$ cat config.mk
export PLATFORM = sky130hd
export DESIGN_NAME = smsr_regs
export DESIGN_NICKNAME = d
export VERILOG_FILES = /design/src/inc/smsr_pkg.sv /design/src/verilog/smsr_regs.sv
export SDC_FILE = /design/constraint.sdc
export NUM_CORES = 1
export LEC_CHECK = 0
export BUFFER_PORTS_ARGS = -buffer_cell sky130_fd_sc_hd__buf_2
export CAP_MARGIN = 20
export CORE_UTILIZATION = 38
export CTS_BUF_LIST = sky130_fd_sc_hd__clkbuf_16
export DETAILED_ROUTE_END_ITERATION = 8
export HOLD_SLACK_MARGIN = 0.05
export SYNTH_ARGS = -nofsm -noshare
export SYNTH_HDL_FRONTEND = slang
export SYNTH_SLANG_ARGS = --single-unit
$ cat constraint.sdc
create_clock -name ref_clk_i -period 3.6 [get_ports ref_clk_i]
set_clock_uncertainty 0.05 [all_clocks]
set_input_delay 0.72 -clock ref_clk_i [delete_from_list [all_inputs] [get_ports ref_clk_i]]
set_output_delay 0.72 -clock ref_clk_i [all_outputs]
set_load 0.005 [all_outputs]
$ cat src/inc/smsr_pkg.sv
// Constants for the source-mode setpoint register bank
// Function
// - Voltage setpoint driven to the converter stays between 3 V and 24.0 V while sourcing.
// - Voltage writes below minimum or above maximum are dropped; old setpoint kept.
// - Voltage field: 12 bits in 13..2, 8 mV per step, top bit 16384 mV.
// - Voltage bits 1..0 are ignored on write and have no effect.
// - Voltage register resets to 09C4h.
// - Voltage setpoint is written through byte pair 07h upper and 06h lower.
// - Current limit is set through its upper byte; pair resets to 3C00h.
// - Current field weights: bit 0 is 50 mA, doubling up to 3200 mA.
package smsr_pkg;

  // Byte addresses
  localparam logic [7:0] SMSR_ADDR_VSET_LO = 8'h06;
  localparam logic [7:0] SMSR_ADDR_VSET_HI = 8'h07;
  localparam logic [7:0] SMSR_ADDR_ILIM_LO = 8'h08;
  localparam logic [7:0] SMSR_ADDR_ILIM_HI = 8'h09;

  // Reset values
  localparam logic [15:0] SMSR_VSET_RST = 16'h09C4;
  localparam logic [15:0] SMSR_ILIM_RST = 16'h3C00;

  // Voltage field layout
  localparam int SMSR_VFIELD_LSB = 2;
  localparam int SMSR_VFIELD_W = 12;
  localparam int SMSR_VRSV_HI_LSB = 14;
  localparam int SMSR_V_STEP_MV = 8;
  localparam int SMSR_V_MIN_MV = 3000;
  localparam int SMSR_V_MAX_MV = 24000;
  localparam logic [11:0] SMSR_V_MIN_CODE = 12'(SMSR_V_MIN_MV / SMSR_V_STEP_MV);
  localparam logic [11:0] SMSR_V_MAX_CODE = 12'(SMSR_V_MAX_MV / SMSR_V_STEP_MV);

  // Current field layout
  localparam int SMSR_IFIELD_W = 7;
  localparam int SMSR_IRSV_BIT = 7;
  localparam int SMSR_I_STEP_MA = 50;

endpackage

$ cat src/verilog/smsr_regs.sv
// Source-mode voltage and current setpoint registers on a byte register port
`timescale 1ns/1ps
module smsr_regs
  import smsr_pkg::*;
(
  // Clock and reset
  input wire logic ref_clk_i,
  input wire logic rst_n_i,
  // Byte register port from the serial engine
  input wire logic wr_en_i,
  input wire logic rd_en_i,
  input wire logic [7:0] addr_i,
  input wire logic [7:0] wdata_i,
  output logic [7:0] rdata_o,
  output logic rd_valid_o,
  output logic wr_reject_o,
  // Converter side
  input wire logic src_active_i,
  output logic [11:0] vset_code_o,
  output logic [11:0] vdac_code_o,
  output logic [6:0] ilim_code_o,
  output logic [12:0] ilim_ma_o
);

  ////////////////////////////////////////////////////////////////////////////
  // Helpers

  function automatic logic [11:0] vclamp(input logic [11:0] c);
    if (c < SMSR_V_MIN_CODE) begin
      vclamp = SMSR_V_MIN_CODE;
    end else if (c > SMSR_V_MAX_CODE) begin
      vclamp = SMSR_V_MAX_CODE;
    end else begin
      vclamp = c;
    end
  endfunction

  function automatic logic vvalid(input logic [15:0] w);
    logic [11:0] c;
    c = w[SMSR_VFIELD_LSB +: SMSR_VFIELD_W];
    vvalid = (w[15:SMSR_VRSV_HI_LSB] == 2'h0) && (c >= SMSR_V_MIN_CODE) && (c <= SMSR_V_MAX_CODE);
  endfunction

  ////////////////////////////////////////////////////////////////////////////
  // State

  logic [15:0] vset_r, vset_nxt;
  logic [7:0] vlo_stage_r, vlo_stage_nxt;
  logic vlo_pend_r, vlo_pend_nxt;
  logic [6:0] ilim_r, ilim_nxt;
  logic [7:0] rdata_r, rdata_nxt;
  logic rd_valid_r, rd_valid_nxt;
  logic wr_reject_r, wr_reject_nxt;
  logic [11:0] vdac_r, vdac_nxt;
  logic [12:0] ilim_ma_r, ilim_ma_nxt;

  ////////////////////////////////////////////////////////////////////////////
  // Next-state logic

  always_comb begin
    logic [15:0] cand;
    cand = 16'h0000;
    vset_nxt = vset_r;
    vlo_stage_nxt = vlo_stage_r;
    vlo_pend_nxt = vlo_pend_r;
    ilim_nxt = ilim_r;
    wr_reject_nxt = 1'b0;
    rd_valid_nxt = 1'b0;
    rdata_nxt = rdata_r;
    if (wr_en_i) begin
      unique case (addr_i)
        // Lower byte is staged so a write of the lower byte alone never hits the converter
        SMSR_ADDR_VSET_LO: begin
          vlo_stage_nxt = wdata_i;
          vlo_pend_nxt = 1'b1;
        end
        SMSR_ADDR_VSET_HI: begin
          cand = {wdata_i, (vlo_pend_r ? vlo_stage_r : vset_r[7:0])};
          cand[1:0] = 2'h0;
          vlo_pend_nxt = 1'b0;
          if (vvalid(cand)) begin
            vset_nxt = cand;
          end else begin
            wr_reject_nxt = 1'b1;
          end
        end
        SMSR_ADDR_ILIM_HI: begin
          if (wdata_i[SMSR_IRSV_BIT]) begin
            wr_reject_nxt = 1'b1;
          end else begin
            ilim_nxt = wdata_i[SMSR_IFIELD_W-1:0];
          end
        end
        default: begin
        end
      endcase
    end else if (rd_en_i) begin
      rd_valid_nxt = 1'b1;
      unique case (addr_i)
        SMSR_ADDR_VSET_LO: rdata_nxt = vset_r[7:0];
        SMSR_ADDR_VSET_HI: rdata_nxt = vset_r[15:8];
        SMSR_ADDR_ILIM_HI: rdata_nxt = {1'b0, ilim_r};
        default: rdata_nxt = 8'h00;
      endcase
    end
    // Clamp kept even though writes are screened, as a guard on the DAC path
    vdac_nxt = src_active_i ? vclamp(vset_r[SMSR_VFIELD_LSB +: SMSR_VFIELD_W]) : 12'h000;
    ilim_ma_nxt = 13'(ilim_r * SMSR_I_STEP_MA);
  end

  ////////////////////////////////////////////////////////////////////////////
  // Registers

  always_ff @(posedge ref_clk_i or negedge rst_n_i) begin
    if (!rst_n_i) begin
      vset_r <= SMSR_VSET_RST;
      vlo_stage_r <= 8'h00;
      vlo_pend_r <= 1'b0;
      ilim_r <= SMSR_ILIM_RST[8 +: SMSR_IFIELD_W];
      rdata_r <= 8'h00;
      rd_valid_r <= 1'b0;
      wr_reject_r <= 1'b0;
      vdac_r <= 12'h000;
      ilim_ma_r <= 13'h0000;
    end else begin
      vset_r <= vset_nxt;
      vlo_stage_r <= vlo_stage_nxt;
      vlo_pend_r <= vlo_pend_nxt;
      ilim_r <= ilim_nxt;
      rdata_r <= rdata_nxt;
      rd_valid_r <= rd_valid_nxt;
      wr_reject_r <= wr_reject_nxt;
      vdac_r <= vdac_nxt;
      ilim_ma_r <= ilim_ma_nxt;
    end
  end

  ////////////////////////////////////////////////////////////////////////////
  // Outputs

  assign rdata_o = rdata_r;
  assign rd_valid_o = rd_valid_r;
  assign wr_reject_o = wr_reject_r;
  assign vset_code_o = vset_r[SMSR_VFIELD_LSB +: SMSR_VFIELD_W];
  assign vdac_code_o = vdac_r;
  assign ilim_code_o = ilim_r;
  assign ilim_ma_o = ilim_ma_r;

endmodule
==> results of run 1 <==
==> state kept, by name, indices dropped and copies added (netlist names) <==
signal,flops
ilim_code_o,7
ilim_ma_o,12
rd_valid_o,1
rdata_o,8
vdac_code_o,12
vlo_pend_r,1
vlo_stage_r,6
vset_r,14
wr_reject_o,1
==> worst min path at each step <==
| stage | to | cells after the start | slack [ns] |
|---|---|---|---|
| after CTS | ilim_ma_o[3] | 0 | 0.39 |
| after floorplan | ilim_code_o[0] | 0 | 0.37 |
| final | ilim_ma_o[3] | 0 | 0.39 |
| after detailed placement | ilim_ma_o[3] | 0 | 0.38 |
| after global placement | ilim_ma_o[3] | 0 | 0.38 |
| after global routing | ilim_ma_o[3] | 0 | 0.41 |
==> layer usage <==
metal / up-vias / global-route usage (%) / share of wire, % / routed length [microns]
met1: 1137 / 24.21 / 46 / 3366
met4: 0 / 7.821 / 1.9 / 138
met3: 13 / 3.317 / 4.6 / 338
met5: - / 0 / 0 / 0
met2: 61 / 28.04 / 48 / 3478
li1: 1067 / - / - / -
==> kinds of logic (layout without fill, tap and decap cells) <==
group	after synthesis	after routing	synth area share [%]
XOR/XNOR	7	7	1.915
AO/OA/AOI/OAI	57	57	13.68
buffers and inverters	31	102	5.627
other	1	1	0.1171
AND/OR/NAND/NOR	47	47	10.12
multiplexers	25	25	8.714
adder cells (fa/ha/maj)	27	27	11.02
flip-flops	62	62	48.81
==> stage by stage <==
step           cell area (sq um)  util [%]  setup slack, ns
2_1_floorplan               3202         -           0.8242
3_3_place_gp                3578     43.77           0.7082
3_5_place_dp                3578     43.77           0.6631
4_1_cts                     3837     46.94           0.6257
5_1_grt                     3837     46.94           0.4631
6_report                    3837     46.94           0.6299
==> layout make-up <==
type / instances / area, sq um / area share (%)
flip-flops and latches: 62 / 1563 / 40.72
multi-input cells: 164 / 1459 / 38.02
repair buffers: 76 / 387.9 / 10.11
clock buffers: 9 / 225.2 / 5.869
well taps: 105 / 131.4 / 3.424
inverters: 10 / 37.54 / 0.9782
clock inverters: 7 / 33.78 / 0.8803
==> cell usage in the layout, fill, tap and decap left out, types with 7 or more instances in the layout <==
master and instances:
nor2_1 7, a21oi_1 11, ha_1 25, clkbuf_16 9
buf_2 73, dfrtp_1 53, a22o_1 10, inv_1 12
dfstp_2 9, mux2_2 23, nand2_1 7
==> worst register-to-register path, stage by stage (launching register included) <==
cell	delay [ns]
dfstp_2	0.60
ha_1	0.25
ha_1	0.31
fa_1	0.46
ha_1	0.35
a21oi_1	0.20
o21ai_0	0.16
o41ai_1	0.35
xnor2_1	0.16
==> where the power goes <==
part | internal, mW | leakage [nW] | switching [mW]
clock network | 0.453 | 0.135 | 0.291
registers | 0.718 | 0.803 | 0.0138
logic | 0.0431 | 1.11 | 0.0603
==> results.sh, run 1 <==
export IMPL_fp_dieW_microns=93.79
export IMPL_rsz0062_at_grt="no"
export IMPL_synth_edf_count=0
export IMPL_final_instance_count_excl_fill=433
export IMPL_slew_headroom_pct=42.00
export IMPL_reg2reg_slack_ns=0.63
export IMPL_cp_depth=8
export IMPL_grt_pass1_vias=2307
export IMPL_worstSetupEndpointType="flip-flop"
export IMPL_crit_fanout=6
export IMPL_floorplan_initialDensity_pct=39.16
export IMPL_fillers=800
export IMPL_port_buffers=73
export IMPL_ios=75
export IMPL_drc=0
export IMPL_async_flop_share_pct=100.0
export IMPL_coreArea_sq_um=8175
export IMPL_netlist_area_sq_um=3202
export IMPL_worstSkewPairLatency_ns=0.32
export IMPL_holdWs_ns=0.3941
export IMPL_clkTransAtPathRegs_ns=0.05
export IMPL_drtPass1Iterations=4
export IMPL_fin_crit_ns=2.970
export IMPL_grtUsageTotal_pct=17.93
export IMPL_cts_tree="built"
export IMPL_dp_cells=417
export IMPL_fin_nets=371
export IMPL_yosys_warnings=0
export IMPL_yosys_top_cells_count="53 x dfrtp_1, 25 x ha_1, 23 x mux2_2, 17 x buf_4, 11 x a21oi_1"
export IMPL_hold_class="reg -> reg"
export IMPL_path_class="reg -> reg"
export IMPL_max_cap_violations=0
export IMPL_ys_types=52
export IMPL_dp_hpwl_microns=5377
export IMPL_p_leak_nw=2.047
export IMPL_synth_area_leaders="dfrtp_1 41%, ha_1 9.8%, mux2_2 8.1%"
export IMPL_cp_top_family="adder cells"
export IMPL_synth_top_area_share_pct=41.42
export IMPL_fmax_mhz=336.7
export IMPL_cpMostUsedCell="ha_1"
export IMPL_slowest_stage="dfstp_2"
export IMPL_ant_nets=0
export IMPL_syn_instance_count=257
export IMPL_synth_seq_cells=62
export IMPL_holdCritStartpoint="ilim_code_o[2]"
export IMPL_antenna_found_initial=0
export IMPL_cts_setup_buffers=0
export IMPL_clock_sinks=62
export IMPL_row_count=33
export IMPL_critPathLaunch="ilim_code_o[3]"
export IMPL_clockBufferDepth=2
export IMPL_slew_viol_final=0
export IMPL_worst_ir_drop_vdd_mv=0.2196
export IMPL_syn_nets=305
export IMPL_gp_routability_congestion=0.7934
export IMPL_drive_gt1_share_pct=39.63
export IMPL_grt_start_max_net_pins=40
export IMPL_rr_endpoint="ilim_ma_o[12]"
export IMPL_synth_avg_cell_area_sq_um=12.46
export IMPL_area_growth_pct=19.85
export IMPL_tightest_slew_ns=0.8700
export IMPL_grt_remaining_overflow=0
export IMPL_die_area_sq_um=8797
export IMPL_status="finished, final reports clean"
export IMPL_start_kind="flip-flop"
export IMPL_clockRootBuffer="clkbuf_16"
export IMPL_setup_tns_ns=0
export IMPL_synth_most_common_cell="dfrtp_1"
export IMPL_drt_iter0_drc=100
export IMPL_ff2ff_path_depth=8
export IMPL_routedWlPerCell_microns=16.91
export IMPL_hold_buffers=0
export IMPL_fp_dieH_microns=93.79
export IMPL_numCtsBuffers=9
export IMPL_hold_violations=0
export IMPL_crit_chain="ha_1 -> ha_1 -> fa_1 -> ha_1 -> a21oi_1 -> o21ai_0 -> o41ai_1 -> xnor2_1"
export IMPL_ys_flop_type="dfrtp_1"
export IMPL_path_buf_inv=0
export IMPL_cp_arrival_ns=3.17
export IMPL_p_total_mw=1.579
export IMPL_r2r_start="ilim_code_o[3]"
export IMPL_powerDensity_nw_per_um2=411.6
export IMPL_ctsResizeCount=0
export IMPL_num_antenna_cells=0
export IMPL_wirelength_microns=7322
export IMPL_post_route_period_util_pct=82.50
export IMPL_vias_per_cell=5.261
export IMPL_max_stage_delay_ns=0.60
export IMPL_vias=2278
export IMPL_finalSetupViolations=0
export IMPL_critPathCapture="ilim_ma_o[12]"
export IMPL_synth_top_area_cell="dfrtp_1"
export IMPL_htreeDepth=3
export IMPL_grt_pass1_wl_microns=11780
export IMPL_required_ns=3.80
export IMPL_yosysSeqAreaShare_pct=48.81
No activity file was read; power rests on OpenSTA's default activity.
==> run 2: changes to the inputs <==
--- a/config.mk
+++ b/config.mk
@@ -5,6 +5,7 @@
 export SDC_FILE = /design/constraint.sdc
 export NUM_CORES = 1
 export LEC_CHECK = 0
+export ABC_AREA = 1
 export BUFFER_PORTS_ARGS = -buffer_cell sky130_fd_sc_hd__buf_2
 export CAP_MARGIN = 20
 export CORE_UTILIZATION = 38
==> constraint.sdc (replaced) <==
create_clock -name ref_clk_i -period 2.8 [get_ports ref_clk_i]
set_clock_uncertainty 0.05 [all_clocks]
set_input_delay 0.56 -clock ref_clk_i [delete_from_list [all_inputs] [get_ports ref_clk_i]]
set_output_delay 0.56 -clock ref_clk_i [all_outputs]
set_load 0.005 [all_outputs]
==> run 2 against run 1 <==
- non-clock buffer count increased by 3
- clock power increased by 44%
- first-iteration DRC count increased by 19%
- sequential share of layout area decreased by 3.0 points
- die area increased by 8.0%
- final cell count increased by 35%
- fmax increased by 11%
- worst setup slack got worse by 0.52 ns
- sequential power increased by 28%
- clock-buffer cell count unchanged
- register-to-register slack got worse by 0.52 ns
- cell area increased by 8.1%
- critical endpoint is now ilim_ma_o[10]
- largest power group unchanged
- highest routed layer unchanged
==> results.sh, run 2 <==
export IMPL_layout_common_cells="138 x nand2_1, 73 x buf_2, 52 x dfrtp_1"
export IMPL_hold_violations=0
export IMPL_cts_tree="built"
export IMPL_vias=2850
export IMPL_synth_top_area_cell="dfrtp_1"
export IMPL_num_antenna_cells=0
export IMPL_wirelength_microns=8102
export IMPL_ff2ff_path_depth=10
export IMPL_synth_seq_cells=62
export IMPL_floorplan_initialDensity_pct=39.51
export IMPL_critPathCapture="ilim_ma_o[10]"
export IMPL_clock_sinks=62
export IMPL_port_buffers=73
export IMPL_syn_nets=452
export IMPL_rr_endpoint="ilim_ma_o[10]"
export IMPL_required_ns=3.00
export IMPL_path_class="reg -> reg"
export IMPL_worstSkewPairLatency_ns=0.32
export IMPL_yosys_warnings=0
export IMPL_worst_ir_drop_vdd_mv=0.2769
export IMPL_status="finished, final reports clean"
export IMPL_row_count=34
export IMPL_synth_area_leaders="dfrtp_1 38%, nand2_1 15%, ha_1 9.0%"
export IMPL_grtUsageTotal_pct=18.00
export IMPL_finalSetupViolations=0
export IMPL_holdWs_ns=0.2169
export IMPL_synth_most_common_cell="nand2_1"
export IMPL_grt_remaining_overflow=0
export IMPL_cp_arrival_ns=2.89
export IMPL_largest_reg_flops=14
export IMPL_max_cap_violations=0
export IMPL_ant_nets=0
export IMPL_synth_top_area_share_pct=38.31
export IMPL_crit_fanout=4
export IMPL_clockRootBuffer="clkbuf_16"
export IMPL_p_total_mw=2.178
export IMPL_antenna_found_initial=0
export IMPL_cts_setup_buffers=0
export IMPL_grt_start_max_net_pins=36
export IMPL_synth_edf_count=0
export IMPL_htreeDepth=3
export IMPL_coreArea_sq_um=8763
export IMPL_synth_avg_cell_area_sq_um=8.569
export IMPL_critPathLaunch="ilim_code_o[2]"
export IMPL_drive_gt1_share_pct=26.11
export IMPL_clockBufferDepth=2
export IMPL_drt_iter0_drc=119
export IMPL_ys_types=35
export IMPL_start_kind="flip-flop"
export IMPL_fp_dieH_microns=97.45
export IMPL_fillers=885
export IMPL_post_route_period_util_pct=95.91
export IMPL_async_flop_share_pct=100.0
export IMPL_fin_crit_ns=2.686
export IMPL_area_growth_pct=19.80
export IMPL_fmax_mhz=372.4
export IMPL_post_place_ws_ns=0.05692
export IMPL_fp_dieW_microns=97.45
export IMPL_dp_hpwl_microns=5992
export IMPL_slew_headroom_pct=55.80
export IMPL_die_area_sq_um=9497
export IMPL_reg2reg_slack_ns=0.11
export IMPL_grt_pass1_vias=2742
export IMPL_fin_nets=518
export IMPL_routedWlPerCell_microns=13.90
export IMPL_slew_viol_final=0
export IMPL_p_leak_nw=2.355
export IMPL_drtPass1Iterations=4
export IMPL_final_common_cell="nand2_1"
export IMPL_netlist_area_sq_um=3462
export IMPL_ios=75
export IMPL_ys_flop_type="dfrtp_1"
export IMPL_vias_per_cell=4.889
export IMPL_fin_ws_ns=0.1145
export IMPL_numCtsBuffers=9
export IMPL_yosysSeqAreaShare_pct=45.14
export IMPL_powerDensity_nw_per_um2=525.2
export IMPL_drc=0
export IMPL_r2r_start="ilim_code_o[2]"
export IMPL_gp_routability_congestion=0.8648
export IMPL_regMostFlops="vset_r"
export IMPL_worstSetupEndpointType="flip-flop"
export IMPL_tightest_slew_ns=0.6631
export IMPL_yosys_top_cells_count="138 x nand2_1, 53 x dfrtp_1, 35 x inv_1, 26 x nand3_1, 25 x ha_1"
export IMPL_hold_class="in -> async"
export IMPL_syn_instance_count=404
export IMPL_clkTransAtPathRegs_ns=0.05
export IMPL_grt_pass1_wl_microns=13710
run 2: cell types whose count changed after synthesis, moves of 5 or more:
cell       previous run  this run
inv_2                 0         6
o21ai_1               0        13
a22oi_1               5         0
nand3_1               3        26
inv_1                10        35
a22o_1               10         0
nand4_1               2        14
xor2_1                2         7
nand2_1               7       138
mux2_2               23         0
o2bb2ai_1             5         0
xnor2_1               5         0
run 2: report_power, final:
group / switching [mW] / leakage, nW / total, mW / internal [mW]
clock network: 0.394 / 0.133 / 1.07 / 0.680
registers: 0.0146 / 0.806 / 0.937 / 0.922
logic: 0.106 / 1.42 / 0.168 / 0.0612
total: 0.515 / 2.35 / 2.18 / 1.66
run 2: cell type report:
class	instances	area [sq um]	area share, %
timing repair buffer	79	422.9	10.20
clock inverter	7	65.06	1.569
tap	108	135.1	3.258
inverter	44	167.7	4.042
multi-input combinational	274	1568	37.80
sequential	62	1564	37.71
clock buffer	9	225.2	5.430
run 2: per-layer routing:
| metal | routed length (microns) | share of wire, % | track usage [%] | up-vias |
|---|---|---|---|---|
| li1 | - | - | - | 1425 |
| met5 | 0 | 0 | 0 | - |
| met1 | 3807 | 47 | 24.75 | 1328 |
| met4 | 90 | 1.1 | 5.995 | 0 |
| met3 | 393 | 4.9 | 3.885 | 11 |
| met2 | 3810 | 47 | 28.19 | 86 |
run 2: metrics by stage:
step           utilization, %   TNS (ns)  instance area (sq um)  instances
2_1_floorplan               -          0                   3462        404
3_3_place_gp            43.79          0                   3837        567
3_5_place_dp            43.79          0                   3837        567
4_1_cts                 47.10          0                   4128        583
5_1_grt                 47.33  -0.003190                   4148        583
6_report                47.33          0                   4148        583
run 2: what timing repair did:
action / CTS / global route
gates resized for setup: 0 / 4
endpoints found under the setup margin: 0 / 3
hold buffers: 0 / 0
run 2: worst min path at each step:
stage                endpoint  cells past startpoint  slack (ns)
4_1_cts          ilim_ma_o[5]                      1        0.24
3_5_place_dp       rdata_o[7]                      2        0.41
6_report         ilim_ma_o[5]                      1        0.22
3_3_place_gp       rdata_o[1]                      2        0.41
5_1_grt          ilim_ma_o[8]                      1        0.26
2_1_floorplan  ilim_code_o[0]                      0        0.21
run 2: kinds of logic after synthesis:
family	Yosys count	synth area share (%)
compound gates	36	5.529
fa+ha+maj	27	10.19
simple gates	203	27.14
other cells	1	0.1083
xor+xnor	7	1.771
flops	62	45.14
buf+inv	68	10.12
run 2: worst max-delay path, stage by stage, from the launching register on:
cell and delay [ns]:
dfstp_2 0.54, ha_1 0.23, ha_1 0.30, fa_1 0.54, ha_4 0.23, a21oi_1 0.14
nand2_1 0.12, nand2_1 0.08, nand2_1 0.07, a21oi_2 0.16, xor2_1 0.15
